<file path="src/hdl/afc_pkg.sv">
// Package for the audio filter coefficient bank: map, reset image, carriers
package afc_pkg;

  // ==========================================================================
  // Register map (page 1 register numbers)
  localparam int AFC_ADDR_W = 7;
  localparam int AFC_DATA_W = 8;
  localparam int AFC_NUM_REGS = 9;
  localparam logic [AFC_ADDR_W-1:0] AFC_ADDR_LEFT_DEEMPH_DEN_HIGH = 7'h19;
  localparam logic [AFC_ADDR_W-1:0] AFC_ADDR_LEFT_DEEMPH_DEN_LOW = 7'h1a;
  localparam logic [AFC_ADDR_W-1:0] AFC_ADDR_RIGHT_FX_NUM0_HIGH = 7'h1b;
  localparam logic [AFC_ADDR_W-1:0] AFC_ADDR_RIGHT_FX_NUM0_LOW = 7'h1c;
  localparam logic [AFC_ADDR_W-1:0] AFC_ADDR_RIGHT_FX_NUM1_HIGH = 7'h1d;
  localparam logic [AFC_ADDR_W-1:0] AFC_ADDR_RIGHT_FX_NUM1_LOW = 7'h1e;
  localparam logic [AFC_ADDR_W-1:0] AFC_ADDR_RIGHT_FX_NUM2_HIGH = 7'h1f;
  localparam logic [AFC_ADDR_W-1:0] AFC_ADDR_RIGHT_FX_NUM2_LOW = 7'h20;
  localparam logic [AFC_ADDR_W-1:0] AFC_ADDR_RIGHT_FX_NUM3_HIGH = 7'h21;
  localparam logic [AFC_ADDR_W-1:0] AFC_ADDR_BASE = AFC_ADDR_LEFT_DEEMPH_DEN_HIGH;
  localparam logic [AFC_ADDR_W-1:0] AFC_ADDR_LAST = AFC_ADDR_RIGHT_FX_NUM3_HIGH;

  // ==========================================================================
  // Storage index of each byte (address minus base)
  localparam int AFC_IDX_DEN_HIGH = 0;
  localparam int AFC_IDX_DEN_LOW = 1;
  localparam int AFC_IDX_NUM0_HIGH = 2;
  localparam int AFC_IDX_NUM0_LOW = 3;
  localparam int AFC_IDX_NUM1_HIGH = 4;
  localparam int AFC_IDX_NUM1_LOW = 5;
  localparam int AFC_IDX_NUM2_HIGH = 6;
  localparam int AFC_IDX_NUM2_LOW = 7;
  localparam int AFC_IDX_NUM3_HIGH = 8;

  // ==========================================================================
  // Reset values
  localparam logic [AFC_DATA_W-1:0] AFC_RST_DEN_HIGH = 8'h53;
  localparam logic [AFC_DATA_W-1:0] AFC_RST_DEN_LOW = 8'h7e;
  localparam logic [AFC_DATA_W-1:0] AFC_RST_NUM0_HIGH = 8'h6b;
  localparam logic [AFC_DATA_W-1:0] AFC_RST_NUM0_LOW = 8'he3;
  localparam logic [AFC_DATA_W-1:0] AFC_RST_NUM1_HIGH = 8'h96;
  localparam logic [AFC_DATA_W-1:0] AFC_RST_NUM1_LOW = 8'h66;
  localparam logic [AFC_DATA_W-1:0] AFC_RST_NUM2_HIGH = 8'h67;
  localparam logic [AFC_DATA_W-1:0] AFC_RST_NUM2_LOW = 8'h5d;
  localparam logic [AFC_DATA_W-1:0] AFC_RST_NUM3_HIGH = 8'h6b;
  localparam logic [AFC_NUM_REGS-1:0][AFC_DATA_W-1:0] AFC_RESET_IMAGE = {
    AFC_RST_NUM3_HIGH, AFC_RST_NUM2_LOW, AFC_RST_NUM2_HIGH, AFC_RST_NUM1_LOW,
    AFC_RST_NUM1_HIGH, AFC_RST_NUM0_LOW, AFC_RST_NUM0_HIGH, AFC_RST_DEN_LOW,
    AFC_RST_DEN_HIGH};
  localparam logic [AFC_DATA_W-1:0] AFC_UNMAPPED_READ = 8'h00;

  // ==========================================================================
  // Carriers
  typedef struct packed {
    logic wr_en;
    logic rd_en;
    logic [AFC_ADDR_W-1:0] addr;
    logic [AFC_DATA_W-1:0] wr_data;
  } afc_req_type;

  typedef struct packed {
    logic rd_valid;
    logic rd_hit;
    logic [AFC_DATA_W-1:0] rd_data;
  } afc_rsp_type;

  typedef struct packed {
    logic signed [15:0] deemph_denominator;
    logic signed [15:0] numerator_zero;
    logic signed [15:0] numerator_one;
    logic signed [15:0] numerator_two;
    logic [AFC_DATA_W-1:0] numerator_three_high;
  } afc_coef_type;

  typedef struct packed {
    logic [AFC_NUM_REGS-1:0][AFC_DATA_W-1:0] bytes;
    afc_rsp_type rsp;
  } afc_state_type;

endpackage : afc_pkg

</file>
<file path="src/hdl/afc_coef_bank.sv">
// Coefficient register bank for the de-emphasis and right effects filters
`timescale 1ns/100ps
// Function
// [RULE1] Each coefficient is the high byte in bits 15..8 joined with the low byte in bits 7..0.
// [RULE2] Each joined coefficient is handed to the filter as a signed two's complement value.
// [RULE3] The de-emphasis denominator low byte is a read/write byte resetting to 0x7e.
// [RULE4] Numerator zero resets to high 0x6b and low 0xe3, both bytes read/write.
// [RULE5] Numerator one resets to high 0x96 and low 0x66, both bytes read/write.
// [RULE6] Numerator two resets to high 0x67 and low 0x5d, both bytes read/write.
// [RULE7] The numerator three high byte is a read/write byte resetting to 0x6b.
// [RULE8] The de-emphasis denominator high byte is a read/write byte resetting to 0x53.
// [RULE9] A byte keeps its last written value until overwritten or reset; reads change nothing.
module afc_coef_bank (
  input wire logic ref_clk_in,
  input wire logic rst_n_in,
  input wire afc_pkg::afc_req_type req_in,
  output afc_pkg::afc_rsp_type rsp_out,
  output afc_pkg::afc_coef_type coef_out
);

  // ==========================================================================
  // State
  afc_pkg::afc_state_type state;
  afc_pkg::afc_state_type next_state;
  logic addr_hit;
  logic [afc_pkg::AFC_ADDR_W-1:0] addr_index;

  // Only the nine bytes of this bank answer; the rest of the page lives elsewhere
  assign addr_hit = (req_in.addr >= afc_pkg::AFC_ADDR_BASE) &&
                    (req_in.addr <= afc_pkg::AFC_ADDR_LAST);
  assign addr_index = req_in.addr - afc_pkg::AFC_ADDR_BASE;

  // ==========================================================================
  // Next state
  always_comb begin
    next_state = state;
    next_state.rsp.rd_valid = req_in.rd_en;
    next_state.rsp.rd_hit = req_in.rd_en && addr_hit;
    next_state.rsp.rd_data = afc_pkg::AFC_UNMAPPED_READ;
    // Read sees the old byte when a write hits the same address in that cycle
    if (req_in.rd_en && addr_hit) begin
      next_state.rsp.rd_data = state.bytes[addr_index[3:0]]; // [RULE9]
    end
    for (int i = 0; i < afc_pkg::AFC_NUM_REGS; i++) begin
      if (req_in.wr_en && addr_hit && (addr_index == 7'(i))) begin
        next_state.bytes[i] = req_in.wr_data; // [RULE3] [RULE4] [RULE5] [RULE6] [RULE7] [RULE8]
      end
    end
  end

  always_ff @(posedge ref_clk_in or negedge rst_n_in) begin
    if (!rst_n_in) begin
      state.bytes <= afc_pkg::AFC_RESET_IMAGE; // [RULE3] [RULE4] [RULE5] [RULE6] [RULE7] [RULE8]
      state.rsp <= '0;
    end else begin
      state <= next_state; // [RULE9]
    end
  end

  // ==========================================================================
  // Outputs, taken straight from the byte and read response flops
  assign rsp_out = state.rsp;
  assign coef_out.deemph_denominator = $signed({state.bytes[afc_pkg::AFC_IDX_DEN_HIGH],
    state.bytes[afc_pkg::AFC_IDX_DEN_LOW]}); // [RULE1] [RULE2]
  assign coef_out.numerator_zero = $signed({state.bytes[afc_pkg::AFC_IDX_NUM0_HIGH],
    state.bytes[afc_pkg::AFC_IDX_NUM0_LOW]}); // [RULE1] [RULE2]
  assign coef_out.numerator_one = $signed({state.bytes[afc_pkg::AFC_IDX_NUM1_HIGH],
    state.bytes[afc_pkg::AFC_IDX_NUM1_LOW]}); // [RULE1] [RULE2]
  assign coef_out.numerator_two = $signed({state.bytes[afc_pkg::AFC_IDX_NUM2_HIGH],
    state.bytes[afc_pkg::AFC_IDX_NUM2_LOW]}); // [RULE1] [RULE2]
  // Low byte of numerator three sits in a neighbouring bank, so only the high half is here
  assign coef_out.numerator_three_high = state.bytes[afc_pkg::AFC_IDX_NUM3_HIGH]; // [RULE7]

  // ==========================================================================
  // Checks
  logic fresh;
  logic [afc_pkg::AFC_DATA_W-1:0] hit_byte;

  assign hit_byte = state.bytes[addr_index[3:0]];

  always_ff @(posedge ref_clk_in or negedge rst_n_in) begin
    if (!rst_n_in) begin
      fresh <= 1'h1;
    end else begin
      fresh <= 1'h0;
    end
  end
endmodule : afc_coef_bank

</file>
<file path="config.mk">
export PLATFORM = sky130hd
export DESIGN_NAME = afc_coef_bank
export DESIGN_NICKNAME = d
export VERILOG_FILES = /design/src/hdl/afc_pkg.sv /design/src/hdl/afc_coef_bank.sv
export SDC_FILE = /design/constraint.sdc
export NUM_CORES = 1
export LEC_CHECK = 0
export ABC_AREA = 1
export CORE_AREA = 5 5 86 148
export CTS_CLUSTER_SIZE = 25
export DETAILED_ROUTE_END_ITERATION = 16
export DIE_AREA = 0 0 91 153
export DONT_BUFFER_PORTS = 1
export GPL_TIMING_DRIVEN = 0
export PLACE_DENSITY = 0.6
export SYNTH_ARGS = -nofsm -noshare
export SYNTH_HDL_FRONTEND = slang
export SYNTH_SLANG_ARGS = --single-unit
</file>
<file path="constraint.sdc">
create_clock -name ref_clk_in -period 1.25 [get_ports ref_clk_in]
set_clock_uncertainty 0.2 [all_clocks]
set_input_delay 0.25 -clock ref_clk_in [delete_from_list [all_inputs] [get_ports ref_clk_in]]
set_output_delay 0.25 -clock ref_clk_in [all_outputs]
set_load 0.005 [all_outputs]
</file>
# Word level (Yosys, flattened, before mapping)
# Cells that the tools add are included.
# totals
register_bits	82
inputBits	19
output_inout_bits	82
elab_cells	40
# classes
n_addsub	1
n_lt_le_gt_ge	3
eq_ne	8
mux	3
reduce_logical	13
# op_table
cell	n
8-bit binary-select mux with 4-bit select	1
7-bit by 3-bit == test with 1-bit output (second input constant)	4
8-bit 2-to-1 mux	2
7-bit by 2-bit == test with 1-bit output (second input constant)	2
1-bit logical AND	12
7-bit by 1-bit == test with 1-bit output (second input constant)	1
7-bit by 4-bit == test with 1-bit output (second input constant)	1
7-bit by 5-bit greater-or-equal comparator with 1-bit output (second input constant)	1
7-bit by 6-bit <= comparator with 1-bit output (second input constant)	1
7-bit zero test	1
7-bit by 5-bit subtractor with 7-bit output (second input constant)	1
4-bit by 5-bit less-than comparator with 1-bit output (second input constant)	1

# Depth between registers and ports, before layout
# Gate-level depths: netlist of the first run.
# depth
word_depth	4
mapped_depth	15
depth_no_buf	12

# Least setup slack after synthesis of the first run
# Ideal clock, no wire load.
# synth_timing
kind	input to register
start	input port req_in[8] (netlist bit)
end	register state (netlist bit coef_out[9])
setup_ps	117
arrival_time_ps	2056
required_time_ps	933
slack_ps	-1123
path_stages	14
n_path_buf	3
cell_sequence	buf_4 inv_4 clkbuf_1 ha_1 nor2_1 nor2_2 inv_2 nor2_2 buf_4 nand2_2 nor2_8 nand2_4 nand2_1 nand2_1
# synth_between
elab_chain_cells	4
word_cells_on_any_way	7
classes_between	add/sub: 1; order compare: 2; eq/ne: 1; reduce/logical: 3
# synth_lines
item	line	source
start: declaration	afc_coef_bank.sv:16	input wire afc_pkg::afc_req_type req_in,
parallel branches: the longest is 3 deep, another holds 7-bit by 5-bit subtractor with 7-bit output	n/a	
1-bit logical AND (*)	afc_coef_bank.sv:45	if (req_in.wr_en && addr_hit && (addr_index == 7'(i))) begin
end signal: assignment	afc_coef_bank.sv:56	state <= next_state;
end: declaration	afc_coef_bank.sv:23	afc_pkg::afc_state_type state;
# Mark *: on every way between the ends.
# A chain may end at the register's enable or synchronous reset.

# Final worst setup path of the first run
# layout_timing
start	input port req_in[8] (netlist bit)
end	register state (netlist bit coef_out[31])
# The elaborated chain is that of the path after synthesis.

==> results of run 1 <==
-- placed cells by master, fill, tap and decap left out, types with 15 or more instances in the layout --
cell	count
sky130_fd_sc_hd__nand2_1	177
sky130_fd_sc_hd__dfstp_2	43
sky130_fd_sc_hd__dfrtp_1	37
sky130_fd_sc_hd__nand2_2	35
sky130_fd_sc_hd__nor2_1	34
sky130_fd_sc_hd__nand4_1	34
sky130_fd_sc_hd__nand3_2	29
sky130_fd_sc_hd__nand3_1	27
sky130_fd_sc_hd__buf_4	18
sky130_fd_sc_hd__inv_1	15
sky130_fd_sc_hd__a21oi_1	15
sky130_fd_sc_hd__clkbuf_16	15
-- Yosys cell counts (all sizes together) --
cell type | number | area, um2
nand2 | 223 | 900
nand3 | 62 | 348
nor2 | 48 | 290
dfstp | 43 | 1130
dfrtp | 39 | 976
nand4 | 34 | 213
inv | 23 | 88.8
a21oi | 19 | 95.1
clkbuf | 18 | 67.6
buf | 13 | 103
o21ai | 13 | 65.1
a22oi | 8 | 60.1
ha | 4 | 50.1
o22ai | 3 | 18.8
and2 | 1 | 6.26
xor2 | 1 | 8.76
-- area by class of cell --
type                       instances  area, um2
timing repair buffer              37        477
clock buffer                      10        239
buffer                            30        275
tap                              135        169
sequential                        82       2110
multi-input combinational        418       2500
fill                            1015       5460
clock inverter                     6       50.0
inverter                          23        108
-- worst paths after layout --
kind	end	slack, ns	cells after the start
worst min-delay path	coef_out[67]	-0.61	0
worst min register to register	coef_out[8]	0.29	2
min in group ref_clk_in	coef_out[45]	0.14	4
worst max register to register	rsp_out[6]	-0.28	6
max in group asynchronous	coef_out[5]	1.23	0
worst max-delay path	coef_out[31]	-0.50	15
-- registers in the layout (all words and copies together), names as in the netlist --
signal / count
rsp_out: 10
coef_out: 72
-- through the flow --
step | instances | setup WS (ns)
after floorplan | 552 | -0.750
after global placement | 687 | -1.03
after detailed placement | 687 | -1.06
after CTS | 729 | -0.462
after global routing | 741 | -0.550
final | 741 | -0.503
-- routing by layer --
layer / track usage, % / share of wire [%] / vias to the layer above
met4: 13.3 / 5.9 / 0
met2: 36.4 / 51 / 210
met3: 6.49 / 7.7 / 58
met1: 24.1 / 36 / 2054
li1: - / - / 1923
met5: 0 / 0 / -
-- repair_timing --
item	CTS	global route
endpoints found under the hold margin	92	82
setup buffers	22	8
resized for setup	49	57
endpoints found under the setup margin	126	129
cloned	4	5
pin swaps	36	59
-- where the power goes --
group          internal [mW]  leakage, nW  switching (mW)
registers               2.84        0.979           0.173
clock network           1.43        0.141            1.17
logic                  0.485         1.64           0.694
total                   4.75         2.76            2.04
-- logic make-up (layout without fill, tap and decap cells) --
logic type | Yosys count | in the layout | share of synthesized area [%]
simple gates | 368 | 370 | 39.8
flops | 82 | 82 | 47.7
buf+inv | 54 | 106 | 5.86
compound gates | 43 | 43 | 5.41
fa+ha+maj | 4 | 4 | 1.13
xor+xnor | 1 | 1 | 0.198
==> run summary, run 1 <==
placeable core region -> 11400 um2
CTS Buf Count -> 9
H-tree lvl count -> 3
final design area excluding fillers -> 5920 um2
Crit-path slowest cell -> sky130_fd_sc_hd__nor2_8
drt wl/cell -> 21.5 um
share of layout cells above drive strength 1 -> 37.1%
routed wire length -> 16000 um
Critical Path, Cell by Cell -> buf_12 > inv_8 > clkbuf_16 > ha_4 > nor2_4 > nand2_2 > nand2_2 > nand2_2 > nand2_2 > nand3_4 > nor2_8 > buf_12 > clkbuf_16 > nand3_2 > nand2_1
total of hold buffers inserted after clock tree synthesis -> 1
Cells after Synth -> 552
largest buffer count on any clock path -> 2
Die Y-Extent -> 153 um
Critical path buffers and inverters -> 5
Static Leak -> 2.76 nW
fin. max-slew vios -> 0
power density over the cells -> 1150 nW/um2
Total Die Area -> 13900 um2
average cell area after synthesis -> 8.01 um2
count of different cell masters after synthesis -> 28
global-route wire length before repair -> 23700 um
Syn Nets -> 575
minimum clock period -> 1.75 ns
initial core utilization -> 38.8%
Worst-Margin Slew -> 0.830 ns
post-synthesis sequential area ratio -> 47.7%
Hold/Removal Path Class -> in2async
clock transition at the registers of the reported paths -> 0.07 ns
register bit total from synthesis -> 82
kind of end point of the critical path -> flip-flop
post-route DRC violation count -> 0
global-route congestion overflow total -> 0
count of endpoints failing hold in the final timing report -> 82
root buf cell -> sky130_fd_sc_hd__clkbuf_16
final setup violation count -> 124
Buffers on Ports -> 0
Netlist Area Pre-Place -> 4420 um2
via count -> 4245
antenna violations before repair -> 0
routed vias/inst -> 5.73
CTS tree -> yes
count of warnings emitted by yosys -> 0
detailed placer's ending HPWL -> 11000 um
Total GRT Usage -> 21.8%
critical path arrival -> 1.84 ns
Final Core Density -> 52.0%
detailed-router iteration count before antenna repair -> 5
Rows -> 52
worst setup slack after layout -> -0.503 ns
DR iter-0 viols -> 317
Max-slew headroom -> 44.6%
status -> finished with violations
Final period util -> 140%
Placed Area -> 4780 um2
Die Width -> 91 um
final net count -> 624
Routed Antenna Nets -> 0
Final Wtd Congestion -> 0.966
io pins -> 101
launching point of the worst reg2reg path -> coef_out[30]
vias in the first global route -> 4099
maximum ir drop on the vdd rail -> 0.712 mV
Clock Latency Late Sink -> 0.35 ns
most used cell, CP -> sky130_fd_sc_hd__nand2_2
number of diodes -> 0
Max-Cap Viols -> 0
Clock Sinks -> 82
sum of internal, switching and leakage power -> 6.79 mW
Critical Path Fanout Max -> 5
worst path required time -> 1.33 ns
pin count of the biggest net entering global routing -> 83
crit path launch -> req_in[8]
kind of critical path -> in2reg
Max Freq -> 0.571 GHz
signed area change from the synthesized netlist to the final layout -> 34.0%
violated checks -> negative hold slack, negative setup slack
startpoint class of the critical path -> input port
worst slack on hold paths -> -0.610 ns
Worst path top cell family by delay -> simple AND/OR/NAND/NOR gates
RSZ-0062 raised after global routing -> yes
delay of the slowest cell on the worst path -> 0.18 ns
Post-Route Setup TNS -> -37.76 ns
No activity file was read; power rests on OpenSTA's default activity.
==> run 2, diff against run 1 <==
SETUP_SLACK_MARGIN = 0.5   (was default)
==> run summary, run 2 (synthesis results as in run 1) <==
status -> finished with violations
violated checks -> negative hold slack, negative setup slack
flip-flop and latch area -> 2120 um2 (+0.47%)
Clock Sinks -> 82 (unchanged)
DR iter-0 viols -> 281 (-11%)
Die Width -> 91 um (unchanged)
commonest non-fill, non-tap cell in the layout -> sky130_fd_sc_hd__nand2_1
Clock Latency Late Sink -> 0.35 ns (about the same)
Placed Area -> 4780 um2 (unchanged)
worst path required time -> 1.33 ns (about the same)
Max-Cap Viols -> 0 (unchanged)
Hold/Removal Path Class -> in2async
vias in the first global route -> 4111 (+0.29%)
detailed placer's ending HPWL -> 11000 um (unchanged)
drt wl/cell -> 21.6 um (+0.23%)
startpoint class of the critical path -> input port
CTS Buf Count -> 9 (unchanged)
Crit-path slowest cell -> sky130_fd_sc_hd__buf_12
Post-Route Setup TNS -> -37.60 ns (+0.165 ns)
most used cell, CP -> sky130_fd_sc_hd__nand2_2
Static Leak -> 2.74 nW (-0.95%)
minimum clock period -> 1.76 ns (+0.00350 ns)
leading cell types in the layout, fill and taps excluded -> 157 x sky130_fd_sc_hd__nand2_1, 51 x sky130_fd_sc_hd__nand2_2, 43 x sky130_fd_sc_hd__dfstp_2
Worst path top cell family by delay -> simple AND/OR/NAND/NOR gates
antenna violations before repair -> 0 (unchanged)
launching point of the worst reg2reg path -> coef_out[65]
H-tree lvl count -> 3 (unchanged)
placeable core region -> 11400 um2 (unchanged)
Die Y-Extent -> 153 um (unchanged)
via count -> 4218 (-0.64%)
Routed Antenna Nets -> 0 (unchanged)
sum of internal, switching and leakage power -> 6.81 mW (+0.18%)
pin count of the biggest net entering global routing -> 83 (unchanged)
clock transition at the registers of the reported paths -> 0.07 ns (about the same)
fin. max-slew vios -> 0 (unchanged)
terminus of the critical flop-to-flop path -> rsp_out[1]
worst slack after detailed placement -> -1.06 ns (unchanged)
Final period util -> 140% (+0.28 points)
number of flip-flops under the largest register name -> 72 (unchanged)
signed area change from the synthesized netlist to the final layout -> 34.8%
delay of the slowest cell on the worst path -> 0.18 ns (about the same)
placed instance count -> 687 (unchanged)
share of layout cells above drive strength 1 -> 41.1% (+4.0 points)
number of diodes -> 0 (unchanged)
Buffers on Ports -> 0 (unchanged)
count of endpoints failing hold in the final timing report -> 92 (+12%)
global-route wire length before repair -> 23700 um (-0.12%)
area occupied by multi-input gates -> 2570 um2 (+3.1%)
critical path arrival -> 1.84 ns (about the same)
Max Freq -> 0.569 GHz (-0.20%)
routed vias/inst -> 5.73 (about the same)
Critical Path, Cell by Cell -> buf_12 > inv_8 > clkbuf_16 > ha_4 > nor2_4 > nand2_2 > nand2_2 > nand2_2 > nand2_2 > nand3_4 > nor2_8 > buf_12 > clkbuf_16 > nand3_1 > nand2_1
Register-to-Register Setup Slack -> -0.26 ns (+0.02 ns)
routed wire length -> 15900 um (-0.44%)
Worst-Margin Slew -> 0.754 ns (-0.0764 ns)
kind of critical path -> in2reg
detailed-router iteration count before antenna repair -> 5 (unchanged)
io pins -> 101 (unchanged)
Total Die Area -> 13900 um2 (unchanged)
final design area excluding fillers -> 5960 um2 (+0.57%)
global-route congestion overflow total -> 0 (unchanged)
final setup violation count -> 124 (unchanged)
Total GRT Usage -> 21.8% (-0.071 points)
Critical Path Fanout Max -> 8 (+3)
Filler Cell Count -> 1004 (-1.1%)
largest buffer count on any clock path -> 2 (unchanged)
final net count -> 619 (-0.80%)
Final Instance Count excl. Fillers -> 736 (-0.67%)
Rows -> 52 (unchanged)
kind of end point of the critical path -> flip-flop
power density over the cells -> 1140 nW/um2 (-0.39%)
Critical path buffers and inverters -> 5 (unchanged)
root buf cell -> sky130_fd_sc_hd__clkbuf_16
maximum ir drop on the vdd rail -> 0.709 mV (-0.39%)
worst slack on hold paths -> -0.610 ns (-0.0000720 ns)
Final Core Density -> 52.3% (+0.30 points)
CTS tree -> yes
initial core utilization -> 38.8% (unchanged)
RSZ-0062 raised after global routing -> yes
Final Wtd Congestion -> 0.966 (unchanged)
Max-slew headroom -> 49.7% (+5.1 points)
post-route DRC violation count -> 0 (unchanged)
cells on worst reg2reg path -> 6 (unchanged)
worst setup slack after layout -> -0.506 ns (-0.00350 ns)
-- run 2: cell types whose count changed in the layout (fill, tap and decap cells not counted), sizes merged --
cell | previous run | this run
dlygate4sd3 | 1 | 0
clkbuf | 34 | 31
nor2 | 50 | 49
-- run 2: per-layer routing --
| metal | share of wire, % | global-route usage, % | vias up |
|---|---|---|---|
| li1 | - | - | 1913 |
| met1 | 36 | 24.2 | 2052 |
| met2 | 50 | 35.2 | 195 |
| met3 | 8.3 | 6.69 | 58 |
| met4 | 6.2 | 14.6 | 0 |
| met5 | 0 | 0 | - |
-- run 2: report_power, final --
part	internal (mW)	switching, mW
clock	1.42	1.16
combinational	0.488	0.711
sequential	2.84	0.175
total	4.76	2.05
-- run 2: cell type report --
| cell class | count | area share (%) |
|---|---|---|
| Buffer | 31 | 4.89 |
| Inverter | 23 | 1.81 |
| Clock inverter | 6 | 0.840 |
| Sequential cell | 82 | 35.6 |
| Tap cell | 135 | 2.84 |
| Multi-Input combinational cell | 417 | 43.2 |
| Clock buffer | 10 | 4.01 |
| Timing Repair Buffer | 32 | 6.83 |
-- run 2: how the worst max path moves through the flow --
stage	endpoint	from	cells after the start	slack, ns
2_1_floorplan	coef_out[32]	req_in[8]	15	-0.75
3_3_place_gp	coef_out[71]	req_in[8]	13	-1.03
3_5_place_dp	coef_out[67]	req_in[8]	13	-1.06
4_1_cts	coef_out[4]	req_in[8]	16	-0.46
5_1_grt	coef_out[7]	req_in[8]	16	-0.57
6_report	coef_out[15]	req_in[8]	15	-0.51
-- run 2: timing repair --
item | in CTS | in global routing
pin swaps | 36 | 67
setup buffers | 23 | 5
setup endpoints to repair | 163 | 163
hold endpoints to repair | 92 | 92
gates cloned | 3 | 2
gates resized for setup | 46 | 96
==> run 3, diff against run 2 <==
PLACE_DENSITY = 0.53   (was 0.6)
==> run summary, run 3 (synthesis results as in run 1) <==
largest buffer count on any clock path -> 2 (unchanged)
global-route congestion overflow total -> 0 (unchanged)
detailed-router iteration count before antenna repair -> 5 (unchanged)
power density over the cells -> 1180 nW/um2 (+3.3%)
pin count of the biggest net entering global routing -> 83 (unchanged)
global-route wire length before repair -> 24400 um (+3.1%)
Internal Power -> 4.92 mW (+3.5%)
Critical Path Fanout Max -> 8 (unchanged)
io pins -> 101 (unchanged)
Worst-Margin Slew -> 0.728 ns (-0.0255 ns)
number of diodes -> 0 (unchanged)
detailed placer's ending HPWL -> 11000 um (-0.19%)
status -> finished with violations
Max Freq -> 0.570 GHz (about the same)
drt wl/cell -> 21.6 um (about the same)
Max-Cap Viols -> 0 (unchanged)
Hold/Removal Path Class -> in2async
H-tree lvl count -> 3 (unchanged)
initial core utilization -> 38.8% (unchanged)
fin. max-slew vios -> 0 (unchanged)
worst path required time -> 1.29 ns (-0.04 ns)
Filler Cell Count -> 1045 (+4.1%)
violated checks -> negative hold slack, negative setup slack
Final period util -> 140% (about the same)
final net count -> 617 (-0.32%)
vias in the first global route -> 4121 (+0.24%)
kind of end point of the critical path -> flip-flop
Final Wtd Congestion -> 0.823 (-15%)
routed vias/inst -> 5.64 (-1.6%)
critical path arrival -> 1.79 ns (-0.05 ns)
Die Y-Extent -> 153 um (unchanged)
placeable core region -> 11400 um2 (unchanged)
post-route DRC violation count -> 0 (unchanged)
DR iter-0 viols -> 253 (-10%)
part of the power in the clock network -> 40.2% (+2.2 points)
area occupied by multi-input gates -> 2510 um2 (-2.4%)
RSZ-0062 raised after global routing -> yes
flip-flop and latch area -> 2110 um2 (-0.30%)
root buf cell -> sky130_fd_sc_hd__clkbuf_16
CTS tree -> yes
worst setup slack after layout -> -0.504 ns (+0.00162 ns)
leading cell types in the layout, fill and taps excluded -> 164 x sky130_fd_sc_hd__nand2_1, 43 x sky130_fd_sc_hd__dfstp_2, 42 x sky130_fd_sc_hd__nand2_2
via count -> 4140 (-1.8%)
maximum ir drop on the vdd rail -> 0.749 mV (+5.5%)
worst slack after detailed placement -> -1.11 ns (-0.0560 ns)
minimum clock period -> 1.75 ns (-0.00162 ns)
CTS Buf Count -> 9 (unchanged)
Total GRT Usage -> 22.8% (+0.99 points)
antenna violations before repair -> 0 (unchanged)
share of layout cells above drive strength 1 -> 37.7% (-3.4 points)
combinational group share of total power -> 16.5% (-1.1 points)
Post-Route Setup TNS -> -39.06 ns (-1.47 ns)
signed area change from the synthesized netlist to the final layout -> 32.9%
Buffers on Ports -> 0 (unchanged)
proportion of total power due to net switching -> 29.0% (-1.1 points)
Routed Antenna Nets -> 0 (unchanged)
Max-slew headroom -> 51.4% (+1.7 points)
Rows -> 52 (unchanged)
Total Die Area -> 13900 um2 (unchanged)
count of endpoints failing hold in the final timing report -> 92 (unchanged)
worst slack on hold paths -> -0.608 ns (+0.00192 ns)
number of flip-flops under the largest register name -> 72 (unchanged)
kind of critical path -> in2reg
Die Width -> 91 um (unchanged)
clock transition at the registers of the reported paths -> 0.07 ns (about the same)
commonest non-fill, non-tap cell in the layout -> sky130_fd_sc_hd__nand2_1
Clock Latency Late Sink -> 0.35 ns (about the same)
startpoint class of the critical path -> input port
final setup violation count -> 125 (+0.81%)
relative contribution of sequential cells to total power -> 43.3% (-1.1 points)
total net switching power -> 2.01 mW (-2.0%)
routed wire length -> 15800 um (-0.35%)
Static Leak -> 2.71 nW (-0.89%)
Clock Sinks -> 82 (unchanged)
## run 3: changes by cell type in the layout (fill, tap and decap cells not counted), sizes merged
cell,before,now
bufinv,0,1
clkbuf,31,29
clkinv,3,2
## run 3: layout make-up
cell class,count,area share (%)
Buffer,31,4.94
Clock buffer,10,4.07
Clock inverter,6,1.24
Inverter,23,1.92
Multi-Input combinational cell,417,42.8
Sequential cell,82,36.0
Tap cell,135,2.88
Timing Repair Buffer,30,6.24
## run 3: power by group through the flow
| stage | combinational (mW) | sequential [mW] | clock, mW |
|---|---|---|---|
| 3_5_place_dp | 0.810 | 3.05 | 0 |
| 6_report | 1.14 | 3.00 | 2.79 |
| 4_1_cts | 1.03 | 3.01 | 2.84 |
| 5_1_grt | 1.23 | 3.02 | 2.96 |
| 2_1_floorplan | 0.619 | 2.98 | 0 |
| 3_3_place_gp | 0.802 | 3.04 | 0 |
## run 3: path summary, 6_finish.rpt
check | from | endpoint | slack [ns] | cells after the start
min reg2reg | coef_out[1] | coef_out[1] | 0.29 | 2
min | rst_n_in | coef_out[43] | -0.61 | 0
max in group asynchronous | rst_n_in | coef_out[5] | 1.20 | 0
min in group ref_clk_in | req_in[15] | rsp_out[9] | -0.27 | 0
max reg2reg | coef_out[68] | rsp_out[4] | -0.26 | 6
max | req_in[8] | coef_out[19] | -0.50 | 16
## run 3: timing repair
action                     in CTS  in global routing
pin swaps                      38                 24
setup buffers                  24                  3
cloned                          3                  1
setup endpoints to repair     163                163
hold endpoints to repair       92                 92
gates resized for setup        64                 58
## run 3: stage by stage
step                      instance area [um2]  total power, mW  util, %  cells  hold slack [ns]
final                                    5870             6.93     51.6    734           -0.608
after floorplan                          4610             3.60        -    552           -0.246
after global placement                   4780             3.85     42.0    687           -0.242
after CTS                                5630             6.87     49.5    730           -0.611
after global routing                     5870             7.21     51.6    734           -0.621
after detailed placement                 4780             3.86     42.0    687           -0.241
## run 3: critical path, stage by stage
cell                        delay (ns)
sky130_fd_sc_hd__buf_12           0.09
sky130_fd_sc_hd__inv_12           0.03
sky130_fd_sc_hd__clkbuf_16        0.13
sky130_fd_sc_hd__ha_4             0.16
sky130_fd_sc_hd__nor2_4           0.12
sky130_fd_sc_hd__nand2_2          0.08
sky130_fd_sc_hd__nand2_1          0.06
sky130_fd_sc_hd__nand2_1          0.05
sky130_fd_sc_hd__nand2_1          0.07
sky130_fd_sc_hd__nand3_2          0.13
sky130_fd_sc_hd__nor2_8           0.13
sky130_fd_sc_hd__buf_6            0.12
sky130_fd_sc_hd__buf_16           0.15
sky130_fd_sc_hd__nand2_8          0.09
sky130_fd_sc_hd__nand2_1          0.07
sky130_fd_sc_hd__nand2_1          0.05
## run 3: layer usage
layer	vias to the layer above	track usage (%)	wire length (um)
met5	-	0	0
met4	0	9.72	551
met3	37	5.61	1180
met2	175	39.1	8340
met1	2024	26.6	5770
li1	1904	-	-
